--- config.mk ---
export PLATFORM = sky130hd
export DESIGN_NAME = ascr_top
export DESIGN_NICKNAME = d
export VERILOG_FILES = /design/src/ascr_pkg.sv /design/src/ascr_top.sv /design/src/ascr_tad_gen.sv /design/src/ascr_justify.sv
export SDC_FILE = /design/constraint.sdc
export NUM_CORES = 1
export LEC_CHECK = 0
export BUFFER_PORTS_ARGS = -buffer_cell sky130_fd_sc_hd__buf_4
export CORE_AREA = 3 3 115 117
export CTS_CLUSTER_DIAMETER = 120
export DETAILED_ROUTE_END_ITERATION = 10
export DIE_AREA = 0 0 118 120
export GPL_TIMING_DRIVEN = 0
export PLACE_DENSITY = 0.72
export SETUP_SLACK_MARGIN = 0.1
export SLEW_MARGIN = 20
export SYNTH_ARGS = -nofsm -noshare
export SYNTH_HDL_FRONTEND = slang
export SYNTH_SLANG_ARGS = --single-unit
export TNS_END_PERCENT = 1
--- constraint.sdc ---
create_clock -name MCLK -period 5 [get_ports MCLK]
set_input_delay 0.75 -clock MCLK [delete_from_list [all_inputs] [get_ports MCLK]]
set_output_delay 0.75 -clock MCLK [all_outputs]
set_load 0.01 [all_outputs]
--- src/ascr_pkg.sv ---
// shared constants, register map and types of the converter sleep/reset control block
package ascr_pkg;
	// register indices; byte address on the bus is four times the index
	localparam logic [7:0] ASCR_IDX_INTERRUPT_CONTROL = 8'h0b;
	localparam logic [7:0] ASCR_IDX_PERIPHERAL_IRQ_FLAGS = 8'h0c;
	localparam logic [7:0] ASCR_IDX_CONVERSION_RESULT_HIGH = 8'h1e;
	localparam logic [7:0] ASCR_IDX_CONVERTER_CONTROL_PRIMARY = 8'h1f;
	localparam logic [7:0] ASCR_IDX_PERIPHERAL_IRQ_ENABLES = 8'h8c;
	localparam logic [7:0] ASCR_IDX_CONVERSION_RESULT_LOW = 8'h9e;
	localparam logic [7:0] ASCR_IDX_CONVERTER_CONTROL_SECONDARY = 8'h9f;
	localparam logic [7:0] ASCR_IDX_IRQ_STATUS = 8'ha0;
	localparam logic [7:0] ASCR_IDX_IRQ_MASK = 8'ha1;

	// field positions
	localparam int unsigned ASCR_GLOBAL_IRQ_ENABLE_POS = 7;
	localparam int unsigned ASCR_PERIPHERAL_IRQ_ENABLE_POS = 6;
	localparam int unsigned ASCR_CONVERSION_DONE_POS = 6;
	localparam int unsigned ASCR_EV_DONE_POS = 0;
	localparam int unsigned ASCR_EV_SLEEP_ABORT_POS = 1;
	localparam int unsigned ASCR_EV_SW_ABORT_POS = 2;
	localparam int unsigned ASCR_EV_COUNT = 3;

	// reset values and implemented-bit masks
	localparam logic [7:0] ASCR_INTERRUPT_CONTROL_RST = 8'h00;
	localparam logic [7:0] ASCR_PERIPHERAL_IRQ_FLAGS_RST = 8'h00;
	localparam logic [7:0] ASCR_PERIPHERAL_IRQ_ENABLES_RST = 8'h00;
	localparam logic [7:0] ASCR_CONTROL_PRIMARY_RST = 8'h00;
	localparam logic [7:0] ASCR_CONTROL_SECONDARY_RST = 8'h00;
	localparam logic [7:0] ASCR_IRQ_REG_RST = 8'h00;
	localparam logic [7:0] ASCR_PERIPHERAL_IMPL_MASK = 8'h4f;
	localparam logic [7:0] ASCR_CONTROL_PRIMARY_IMPL_MASK = 8'hfd;
	localparam logic [7:0] ASCR_CONTROL_SECONDARY_IMPL_MASK = 8'h8f;

	// timing, in oscillator periods (one MCLK period) or in bit periods
	localparam int unsigned ASCR_DIV2_TOSC = 2;
	localparam int unsigned ASCR_DIV8_TOSC = 8;
	localparam int unsigned ASCR_DIV32_TOSC = 32;
	localparam int unsigned ASCR_INSTR_CYCLE_TOSC = 4;
	localparam int unsigned ASCR_HOLDOFF_TAD = 2;
	localparam int unsigned ASCR_CONV_TAD = 11;
	localparam int unsigned ASCR_RESULT_BITS = 10;

	typedef enum logic [1:0] {
		ASCR_CLK_DIV2 = 2'b00,
		ASCR_CLK_DIV8 = 2'b01,
		ASCR_CLK_DIV32 = 2'b10,
		ASCR_CLK_RC = 2'b11
	} ascr_clk_sel_t;

	typedef enum logic [2:0] {
		ASCR_ST_IDLE = 3'b000,
		ASCR_ST_DELAY = 3'b001,
		ASCR_ST_CONV = 3'b010,
		ASCR_ST_HOLD = 3'b011,
		ASCR_ST_DOWN = 3'b100
	} ascr_state_t;

	typedef struct packed {
		ascr_clk_sel_t conversion_clock_select;
		logic [2:0] input_channel_select;
		logic go_done;
		logic unused;
		logic converter_power_on;
	} ascr_ctl0_t;

	typedef struct packed {
		logic result_justify_select;
		logic [2:0] unused;
		logic [3:0] pin_analog_config;
	} ascr_ctl1_t;

	typedef struct packed {
		logic [7:0] high;
		logic [7:0] low;
	} ascr_result_t;
endpackage

--- src/ascr_top.sv ---
// converter control: sleep handling, reset effects, register file on APB
//
// Notes on behaviour
// - RC clock, sleep without converter irq: power down after conversion, enable stays set.
// - non-RC clock: sleep aborts conversion and powers down, enable stays set.
// - converter runs during sleep only with the RC clock select encoding.
// - any reset restores converter registers, powers down, aborts conversion.
// - reset never alters the result pair.
// - software clearing go/done aborts, keeps old result, waits two bit periods.
// - clock select picks 2, 8, 32 oscillator periods or RC oscillator.
// - with every clock select, RC included, start is delayed one instruction cycle after go/done.
// - completion clears go/done, loads result, sets flag, wakes if irq enabled.
`timescale 1ns/1ps
module ascr_top #(
	parameter int unsigned ADDR_WIDTH = 12
) (
	input wire logic MCLK,
	input wire logic RESET_N,
	input wire logic PSEL,
	input wire logic PENABLE,
	input wire logic PWRITE,
	input wire logic [ADDR_WIDTH-1:0] PADDR,
	input wire logic [31:0] PWDATA,
	output logic [31:0] PRDATA,
	output logic PREADY,
	output logic PSLVERR,
	input wire logic SLEEP,
	input wire logic RC_TICK,
	input wire logic [9:0] ANALOG_CODE,
	output logic CONV_POWERED,
	output logic HOLD_DISCONNECT,
	output logic [2:0] CHANNEL,
	output logic [3:0] PIN_CONFIG,
	output logic WAKE_REQ,
	output logic CPU_IRQ,
	output logic IRQ
);
	if (ADDR_WIDTH < 10 || ADDR_WIDTH > 32) begin : g_check
		$error("ascr_top: ADDR_WIDTH must lie between 10 and 32");
	end

	ascr_pkg::ascr_ctl0_t ctl0_q;
	ascr_pkg::ascr_ctl1_t ctl1_q;
	logic [7:0] interrupt_control_q;
	logic [7:0] flags_q;
	logic [7:0] enables_q;
	logic [7:0] res_high_q;
	logic [7:0] res_low_q;
	logic [ascr_pkg::ASCR_EV_COUNT-1:0] irq_status_q;
	logic [ascr_pkg::ASCR_EV_COUNT-1:0] irq_mask_q;
	logic [31:0] prdata_q;
	logic wake_q;
	logic sleep_q;
	ascr_pkg::ascr_state_t state_q;
	logic [3:0] bit_cnt_q;
	logic [2:0] delay_cnt_q;
	logic [1:0] hold_cnt_q;
	logic [9:0] code_q;
	logic [9:0] sar_q;

	logic setup;
	logic access;
	logic wr;
	logic rd;
	logic mapped;
	logic [7:0] rd_byte;
	logic tad_tick;
	logic tad_run;
	logic is_rc;
	logic sleep_enter;
	logic converting;
	logic done;
	logic sleep_abort;
	logic sw_abort;
	logic wr_ctl0;
	logic [ascr_pkg::ASCR_EV_COUNT-1:0] events;
	logic [9:0] sar_next;
	ascr_pkg::ascr_ctl0_t wr_ctl0_val;
	ascr_pkg::ascr_result_t justified;

	// true when the word address on the bus selects the register index
	function automatic logic hit(input logic [ADDR_WIDTH-1:0] addr, input logic [7:0] idx);
		hit = (addr[ADDR_WIDTH-1:2] == (ADDR_WIDTH-2)'(idx));
	endfunction

	assign setup = PSEL && !PENABLE;
	assign access = PSEL && PENABLE;
	assign wr = access && PWRITE && mapped;
	assign rd = access && !PWRITE && mapped;
	assign PREADY = 1'b1;
	assign PSLVERR = access && !mapped;
	assign PRDATA = prdata_q;

	always_comb begin
		mapped = 1'b1;
		rd_byte = 8'h00;
		if (hit(PADDR, ascr_pkg::ASCR_IDX_INTERRUPT_CONTROL)) begin
			rd_byte = interrupt_control_q;
		end else if (hit(PADDR, ascr_pkg::ASCR_IDX_PERIPHERAL_IRQ_FLAGS)) begin
			rd_byte = flags_q & ascr_pkg::ASCR_PERIPHERAL_IMPL_MASK;
		end else if (hit(PADDR, ascr_pkg::ASCR_IDX_PERIPHERAL_IRQ_ENABLES)) begin
			rd_byte = enables_q & ascr_pkg::ASCR_PERIPHERAL_IMPL_MASK;
		end else if (hit(PADDR, ascr_pkg::ASCR_IDX_CONVERSION_RESULT_HIGH)) begin
			rd_byte = res_high_q;
		end else if (hit(PADDR, ascr_pkg::ASCR_IDX_CONVERSION_RESULT_LOW)) begin
			rd_byte = res_low_q;
		end else if (hit(PADDR, ascr_pkg::ASCR_IDX_CONVERTER_CONTROL_PRIMARY)) begin
			rd_byte = ctl0_q & ascr_pkg::ASCR_CONTROL_PRIMARY_IMPL_MASK;
		end else if (hit(PADDR, ascr_pkg::ASCR_IDX_CONVERTER_CONTROL_SECONDARY)) begin
			rd_byte = ctl1_q & ascr_pkg::ASCR_CONTROL_SECONDARY_IMPL_MASK;
		end else if (hit(PADDR, ascr_pkg::ASCR_IDX_IRQ_STATUS)) begin
			rd_byte = 8'(irq_status_q);
		end else if (hit(PADDR, ascr_pkg::ASCR_IDX_IRQ_MASK)) begin
			rd_byte = 8'(irq_mask_q);
		end else begin
			mapped = 1'b0;
		end
	end

	// read data is captured in the setup cycle so it comes from a flip-flop in the access cycle
	always_ff @(posedge MCLK or negedge RESET_N) begin
		if (!RESET_N) begin
			prdata_q <= 32'h0000_0000;
		end else if (setup) begin
			prdata_q <= {24'h00_0000, rd_byte};
		end
	end

	assign is_rc = (ctl0_q.conversion_clock_select == ascr_pkg::ASCR_CLK_RC);
	assign sleep_enter = SLEEP && !sleep_q;
	assign converting = (state_q == ascr_pkg::ASCR_ST_DELAY) || (state_q == ascr_pkg::ASCR_ST_CONV);
	assign wr_ctl0 = wr && hit(PADDR, ascr_pkg::ASCR_IDX_CONVERTER_CONTROL_PRIMARY);
	assign wr_ctl0_val = ascr_pkg::ascr_ctl0_t'(PWDATA[7:0] & ascr_pkg::ASCR_CONTROL_PRIMARY_IMPL_MASK);
	assign done = (state_q == ascr_pkg::ASCR_ST_CONV) && tad_tick
		&& (bit_cnt_q == 4'(ascr_pkg::ASCR_CONV_TAD - 1)) && ctl0_q.go_done;
	// only the RC clock keeps converting across sleep entry
	assign sleep_abort = converting && sleep_enter && !is_rc;
	assign sw_abort = converting && !ctl0_q.go_done && !sleep_abort;
	// an abort restarts the divider so the holdoff lasts two whole bit periods
	assign tad_run = ((state_q == ascr_pkg::ASCR_ST_CONV) && !sw_abort)
		|| (state_q == ascr_pkg::ASCR_ST_HOLD);

	ascr_tad_gen u_tad (
		.clk(MCLK),
		.rst_n(RESET_N),
		.run(tad_run),
		.sel(ctl0_q.conversion_clock_select),
		.rc_tick(RC_TICK),
		.tick(tad_tick)
	);

	// one result bit resolves per bit period, msb first
	always_comb begin
		sar_next = sar_q;
		if (bit_cnt_q >= 4'h1) begin
			sar_next[4'd10 - bit_cnt_q] = code_q[4'd10 - bit_cnt_q];
		end
	end

	ascr_justify u_justify (
		.result(sar_next),
		.right_justify(ctl1_q.result_justify_select),
		.packed_result(justified)
	);

	always_ff @(posedge MCLK or negedge RESET_N) begin
		if (!RESET_N) begin
			sleep_q <= 1'b0;
		end else begin
			sleep_q <= SLEEP;
		end
	end

	// conversion sequencer
	always_ff @(posedge MCLK or negedge RESET_N) begin
		if (!RESET_N) begin
			state_q <= ascr_pkg::ASCR_ST_IDLE;
			bit_cnt_q <= 4'h0;
			delay_cnt_q <= 3'h0;
			hold_cnt_q <= 2'h0;
			code_q <= 10'h000;
			sar_q <= 10'h000;
		end else if (!ctl0_q.converter_power_on) begin
			state_q <= ascr_pkg::ASCR_ST_IDLE;
		end else begin
			unique case (state_q)
				ascr_pkg::ASCR_ST_IDLE: begin
					if (SLEEP && (!is_rc || (!ctl0_q.go_done
						&& !enables_q[ascr_pkg::ASCR_CONVERSION_DONE_POS]))) begin
						state_q <= ascr_pkg::ASCR_ST_DOWN;
					end else if (ctl0_q.go_done) begin
						state_q <= ascr_pkg::ASCR_ST_DELAY;
						delay_cnt_q <= 3'h0;
					end
				end
				ascr_pkg::ASCR_ST_DELAY: begin
					if (sleep_abort) begin
						state_q <= ascr_pkg::ASCR_ST_DOWN;
					end else if (sw_abort) begin
						state_q <= ascr_pkg::ASCR_ST_HOLD;
						hold_cnt_q <= 2'h0;
					end else if (delay_cnt_q == 3'(ascr_pkg::ASCR_INSTR_CYCLE_TOSC - 1)) begin
						state_q <= ascr_pkg::ASCR_ST_CONV;
						bit_cnt_q <= 4'h0;
						code_q <= ANALOG_CODE;
						sar_q <= 10'h000;
					end else begin
						delay_cnt_q <= delay_cnt_q + 3'h1;
					end
				end
				ascr_pkg::ASCR_ST_CONV: begin
					if (sleep_abort) begin
						state_q <= ascr_pkg::ASCR_ST_DOWN;
					end else if (sw_abort) begin
						state_q <= ascr_pkg::ASCR_ST_HOLD;
						hold_cnt_q <= 2'h0;
					end else if (done) begin
						hold_cnt_q <= 2'h0;
						if (SLEEP && !enables_q[ascr_pkg::ASCR_CONVERSION_DONE_POS]) begin
							state_q <= ascr_pkg::ASCR_ST_DOWN;
						end else begin
							state_q <= ascr_pkg::ASCR_ST_HOLD;
						end
					end else if (tad_tick) begin
						bit_cnt_q <= bit_cnt_q + 4'h1;
						sar_q <= sar_next;
					end
				end
				ascr_pkg::ASCR_ST_HOLD: begin
					// holding capacitor stays disconnected for two bit periods
					if (tad_tick) begin
						if (hold_cnt_q == 2'(ascr_pkg::ASCR_HOLDOFF_TAD - 1)) begin
							state_q <= ascr_pkg::ASCR_ST_IDLE;
						end else begin
							hold_cnt_q <= hold_cnt_q + 2'h1;
						end
					end
				end
				ascr_pkg::ASCR_ST_DOWN: begin
					if (!SLEEP || (wr_ctl0 && wr_ctl0_val.converter_power_on)) begin
						state_q <= ascr_pkg::ASCR_ST_IDLE;
					end
				end
				default: begin
					state_q <= ascr_pkg::ASCR_ST_IDLE;
				end
			endcase
		end
	end

	// primary control; a software write outranks the hardware clear of go/done
	always_ff @(posedge MCLK or negedge RESET_N) begin
		if (!RESET_N) begin
			ctl0_q <= ascr_pkg::ascr_ctl0_t'(ascr_pkg::ASCR_CONTROL_PRIMARY_RST);
		end else if (wr_ctl0) begin
			ctl0_q <= wr_ctl0_val;
		end else if (done || sleep_abort) begin
			ctl0_q.go_done <= 1'b0;
		end else if (state_q == ascr_pkg::ASCR_ST_DOWN) begin
			ctl0_q.go_done <= 1'b0;
		end
	end

	always_ff @(posedge MCLK or negedge RESET_N) begin
		if (!RESET_N) begin
			ctl1_q <= ascr_pkg::ascr_ctl1_t'(ascr_pkg::ASCR_CONTROL_SECONDARY_RST);
		end else if (wr && hit(PADDR, ascr_pkg::ASCR_IDX_CONVERTER_CONTROL_SECONDARY)) begin
			ctl1_q <= ascr_pkg::ascr_ctl1_t'(PWDATA[7:0] & ascr_pkg::ASCR_CONTROL_SECONDARY_IMPL_MASK);
		end
	end

	always_ff @(posedge MCLK or negedge RESET_N) begin
		if (!RESET_N) begin
			interrupt_control_q <= ascr_pkg::ASCR_INTERRUPT_CONTROL_RST;
		end else if (wr && hit(PADDR, ascr_pkg::ASCR_IDX_INTERRUPT_CONTROL)) begin
			interrupt_control_q <= PWDATA[7:0];
		end
	end

	// reserved positions are not stored, so they always read back as zero
	always_ff @(posedge MCLK or negedge RESET_N) begin
		if (!RESET_N) begin
			enables_q <= ascr_pkg::ASCR_PERIPHERAL_IRQ_ENABLES_RST;
		end else if (wr && hit(PADDR, ascr_pkg::ASCR_IDX_PERIPHERAL_IRQ_ENABLES)) begin
			enables_q <= PWDATA[7:0] & ascr_pkg::ASCR_PERIPHERAL_IMPL_MASK;
		end
	end

	always_ff @(posedge MCLK or negedge RESET_N) begin
		if (!RESET_N) begin
			flags_q <= ascr_pkg::ASCR_PERIPHERAL_IRQ_FLAGS_RST;
		end else begin
			if (wr && hit(PADDR, ascr_pkg::ASCR_IDX_PERIPHERAL_IRQ_FLAGS)) begin
				flags_q <= PWDATA[7:0] & ascr_pkg::ASCR_PERIPHERAL_IMPL_MASK;
			end
			if (done) begin
				flags_q[ascr_pkg::ASCR_CONVERSION_DONE_POS] <= 1'b1;
			end
		end
	end

	// result pair has no reset so any reset leaves its contents alone
	always_ff @(posedge MCLK) begin
		if (RESET_N) begin
			if (done) begin
				res_high_q <= justified.high;
				res_low_q <= justified.low;
			end else begin
				if (wr && hit(PADDR, ascr_pkg::ASCR_IDX_CONVERSION_RESULT_HIGH)) begin
					res_high_q <= PWDATA[7:0];
				end
				if (wr && hit(PADDR, ascr_pkg::ASCR_IDX_CONVERSION_RESULT_LOW)) begin
					res_low_q <= PWDATA[7:0];
				end
			end
		end
	end

	// wake only from sleep and only with the converter interrupt enabled
	always_ff @(posedge MCLK or negedge RESET_N) begin
		if (!RESET_N) begin
			wake_q <= 1'b0;
		end else begin
			wake_q <= done && SLEEP && enables_q[ascr_pkg::ASCR_CONVERSION_DONE_POS];
		end
	end

	always_comb begin
		events = '0;
		events[ascr_pkg::ASCR_EV_DONE_POS] = done;
		events[ascr_pkg::ASCR_EV_SLEEP_ABORT_POS] = sleep_abort;
		events[ascr_pkg::ASCR_EV_SW_ABORT_POS] = sw_abort;
	end

	// read clears, but an event in the same cycle survives the clear
	always_ff @(posedge MCLK or negedge RESET_N) begin
		if (!RESET_N) begin
			irq_status_q <= ascr_pkg::ASCR_IRQ_REG_RST[ascr_pkg::ASCR_EV_COUNT-1:0];
		end else if (rd && hit(PADDR, ascr_pkg::ASCR_IDX_IRQ_STATUS)) begin
			irq_status_q <= events;
		end else begin
			irq_status_q <= irq_status_q | events;
		end
	end

	always_ff @(posedge MCLK or negedge RESET_N) begin
		if (!RESET_N) begin
			irq_mask_q <= ascr_pkg::ASCR_IRQ_REG_RST[ascr_pkg::ASCR_EV_COUNT-1:0];
		end else if (wr && hit(PADDR, ascr_pkg::ASCR_IDX_IRQ_MASK)) begin
			irq_mask_q <= PWDATA[ascr_pkg::ASCR_EV_COUNT-1:0];
		end
	end

	assign IRQ = |(irq_status_q & irq_mask_q);
	assign CPU_IRQ = interrupt_control_q[ascr_pkg::ASCR_GLOBAL_IRQ_ENABLE_POS]
		&& interrupt_control_q[ascr_pkg::ASCR_PERIPHERAL_IRQ_ENABLE_POS]
		&& flags_q[ascr_pkg::ASCR_CONVERSION_DONE_POS]
		&& enables_q[ascr_pkg::ASCR_CONVERSION_DONE_POS];
	assign WAKE_REQ = wake_q;
	// powered off by sleep while the enable bit still reads set
	assign CONV_POWERED = ctl0_q.converter_power_on && (state_q != ascr_pkg::ASCR_ST_DOWN);
	assign HOLD_DISCONNECT = (state_q == ascr_pkg::ASCR_ST_CONV) || (state_q == ascr_pkg::ASCR_ST_HOLD);
	assign CHANNEL = ctl0_q.input_channel_select;
	assign PIN_CONFIG = ctl1_q.pin_analog_config;
endmodule // ascr_top

--- src/ascr_tad_gen.sv ---
// bit-period tick generator for the converter
`timescale 1ns/1ps
module ascr_tad_gen (
	input wire logic clk,
	input wire logic rst_n,
	input wire logic run,
	input wire ascr_pkg::ascr_clk_sel_t sel,
	input wire logic rc_tick,
	output logic tick
);
	logic [4:0] div_q;
	logic [4:0] last;

	always_comb begin
		unique case (sel)
			ascr_pkg::ASCR_CLK_DIV2: last = 5'(ascr_pkg::ASCR_DIV2_TOSC - 1);
			ascr_pkg::ASCR_CLK_DIV8: last = 5'(ascr_pkg::ASCR_DIV8_TOSC - 1);
			ascr_pkg::ASCR_CLK_DIV32: last = 5'(ascr_pkg::ASCR_DIV32_TOSC - 1);
			ascr_pkg::ASCR_CLK_RC: last = 5'h00;
		endcase
	end

	// divider restarts whenever the converter stops so the first period is whole
	always_ff @(posedge clk or negedge rst_n) begin
		if (!rst_n) begin
			div_q <= 5'h00;
		end else if (!run || div_q == last) begin
			div_q <= 5'h00;
		end else begin
			div_q <= div_q + 5'h01;
		end
	end

	assign tick = run && ((sel == ascr_pkg::ASCR_CLK_RC) ? rc_tick : (div_q == last));
endmodule // ascr_tad_gen

--- src/ascr_justify.sv ---
// places the 10-bit result into the 16-bit result pair
`timescale 1ns/1ps
module ascr_justify (
	input wire logic [9:0] result,
	input wire logic right_justify,
	output ascr_pkg::ascr_result_t packed_result
);
	assign packed_result = right_justify ? {6'h00, result} : {result, 6'h00};
endmodule // ascr_justify

==> metrics.txt <==
PwrDens 268 nW/um2; Sw Pwr 569 uW; first-pass GRT wire length 26400 um; met2 Usage GRT 0.375; routed vias 5183; remaining routing DRC violations 0; clock power share 0.361; final period utilization 0.637; CP Class reg -> reg; unrepaired setup endpoints after global routing no; endpoints failing setup 0; largest cells by area after synthesis dfrtp_1, mux2_2, edfxtp_1; die height 120 um; CTS root buffer clkbuf_16; startpoint types flop; Synth Cell Area 6130 um2; routability cong. 0.903; post-synthesis sequential area ratio 0.417; H-Tree Depth 3; n_diodes 0; worst-margin pin slew 0.951 ns; outcome finished clean; Yosys top cell by area dfrtp_1; largest net degree at the start of global routing 86; Synth async-reset ratio 0.838; VDD IR max 0.145 mV; CTS max path bufs 2; Yosys top cell area share 0.339; Internal 1340 uW; Sw Share 0.298; dpl hpwl 12000 um; Arrival @ worst endpoint 3.17 ns; # rows 41; post-synthesis register bit count 99; TritonCTS Buffers 9; DIE WIDTH 118 um; register area 2560 um2; Crit. End Element flop; Area Overhead vs Synth 16.4%; GR Util met3 0.0377; Worst EP required 4.99 ns; nets@finish 768; # IOs 107; yosys synthesis warning count 0; Pre-Repair DR Iteration Count 5; Final TNS setup 0 ns; Pins Over Slew Limit 0; Achievable Freq 314 MHz; post-route antenna net violation count 0; DIE AREA 14200 um2; Worst Hold Class in -> async; grt peak-use layer met2; drt via density 5.95; crit path time final 3.18 ns; Avg Synthesized Cell Area 10.1 um2; Max Cap Viol 0; post-synth cell types 79; Pwr Total 1910 uW; I/O Buffers 55; Core Region 12500 um2; vias in the first global route 5081; CTS tree yes; power share of the combinational group 0.185; endpoints failing hold 0; Main synth FF type dfrtp_1; Initial Util 0.491; share of cells above drive strength 1 0.252; Leak 0.00325 uW; Rel. slew slack 0.365; share of power burned in registers 0.454; area of the multi-input gates 3250 um2; # hold bufs at CTS 0; Overflow after GRT 0; All-Layer GR Usage 0.232; Max Clock Skew 0.0108 ns; number of fill cells 1113; Routed WL 16000 um; crit-path max FO 10; post-CTS setup buffer count 0; initial antenna violation count 0; 1st-iter DRT viols 502; met1 Use GR 0.307; Post-synth EDFFs 16; Post-Syn Instances 605; Clk Latency, worst-skew pair 0.36 ns; wire per inst 18.4 um; clock slew at reported path FFs 0.07 ns; Sink Count 99; CTS resizes 0
[area by class of cell]
class	instances	share of cell area
clock buffer	11	0.0340
buffer	52	0.0463
tap	172	0.0302
sequential	99	0.359
clock inverter	5	0.00649
timing repair buffer	55	0.0584
multi-input combinational	457	0.456
inverter	20	0.0105
[layer usage]
metal,vias to the layer above,routed length (um),share of wire
li1,2420,-,-
met4,0,462,0.029
met2,219,7640,0.48
met3,35,868,0.054
met1,2509,7030,0.44
met5,-,0,0
[final timing paths]
check | cells after the start | slack, ns | from | end
setup / recovery | 8 | 1.82 | ctl0_q[7]$_DFFE_PN0N_ | res_low_q[3]$_DFFE_PP_
hold / removal | 1 | 0.44 | RESET_N | interrupt_control_q[1]$_DFFE_PN0P_
setup reg to reg | 8 | 1.82 | ctl0_q[7]$_DFFE_PN0N_ | res_low_q[3]$_DFFE_PP_
hold reg to reg | 2 | 0.48 | delay_cnt_q[2]$_DFFE_PN0P_ | delay_cnt_q[2]$_DFFE_PN0P_
max in group asynchronous | 1 | 4.02 | RESET_N | bit_cnt_q[3]$_DFFE_PN0P_
min in group MCLK | 2 | 0.48 | delay_cnt_q[2]$_DFFE_PN0P_ | delay_cnt_q[2]$_DFFE_PN0P_
[state kept, by name, summed over array words and instances, names as in the netlist]
signal	count
delay_cnt_q	3
sar_q	10
code_q	10
flags_q	5
interrupt_control_q	8
PIN_CONFIG	4
hold_cnt_q	2
CHANNEL	3
WAKE_REQ	1
enables_q	5
irq_mask_q	3
irq_status_q	3
sleep_q	1
PRDATA	8
state_q	3
ctl1_q	1
u_tad.div_q	5
res_high_q	8
ctl0_q	4
bit_cnt_q	4
res_low_q	8
[cell families (layout without fill, tap and decap cells)]
kind of cell / Yosys count / count (layout) / synth area share
xor gates and xnor gates: 6 / 6 / 0.00858
and+or+nand+nor: 197 / 197 / 0.177
muxes: 68 / 68 / 0.124
buffers and inverters: 72 / 143 / 0.0662
DFF: 99 / 99 / 0.417
adders and majority gates: 13 / 13 / 0.0266
other: 2 / 25 / 0.00123
AOI/OAI and AO/OA: 148 / 148 / 0.178
[cell usage after synthesis, types with 7 or more instances]
library cell / n
nand3_1: 9
nor3_1: 19
o31ai_1: 17
nand2_1: 55
a21oi_1: 11
dfrtp_1: 83
mux2_2: 44
nand2b_1: 10
edfxtp_1: 16
nor2b_1: 7
a21o_1: 7
buf_2: 12
ha_1: 13
o21ai_0: 30
buf_4: 28
mux2i_1: 21
clkbuf_1: 10
nand4_1: 12
inv_1: 20
nor2_1: 33
o211ai_1: 14
[cell usage in the layout (no fill, tap or decap), types with 11 or more instances in the layout]
cell type	instances
mux2_2	44
nand4_1	12
clkbuf_1	11
nand2_1	55
o31ai_1	17
inv_1	20
a21oi_1	11
buf_2	12
edfxtp_1	16
ha_1	13
mux2i_1	21
nor3_1	19
o211ai_1	14
buf_4	82
nor2_1	33
conb_1	25
o21ai_0	30
dfrtp_1	83
[metrics by stage]
step,setup slack (ns),hold WS [ns],utilization,cell area (um2),std cells
global route,1.54,0.510,0.572,7130,871
finish,1.82,0.439,0.572,7130,871
floorplan,2.09,0.449,-,6210,628
detailed placement,1.35,0.466,0.549,6840,855
global placement,1.43,0.462,0.549,6840,855
CTS,1.46,0.481,0.572,7130,871
[critical path, stage by stage (launching register included)]
cell and delay, ns:
dfrtp_1 0.42, ha_1 0.19, buf_2 0.18, or3b_1 0.37, buf_6 0.15, a21oi_4 0.23
o211ai_1 0.25, clkbuf_1 0.35, a21boi_1 0.68
[power by group through the flow]
stage,registers (uW),logic (uW),clock network (uW)
global route,871,389,739
floorplan,878,226,0
finish,867,354,689
detailed placement,883,347,0
CTS,866,349,702
global placement,880,341,0
(Power assumes the default switching activity.)
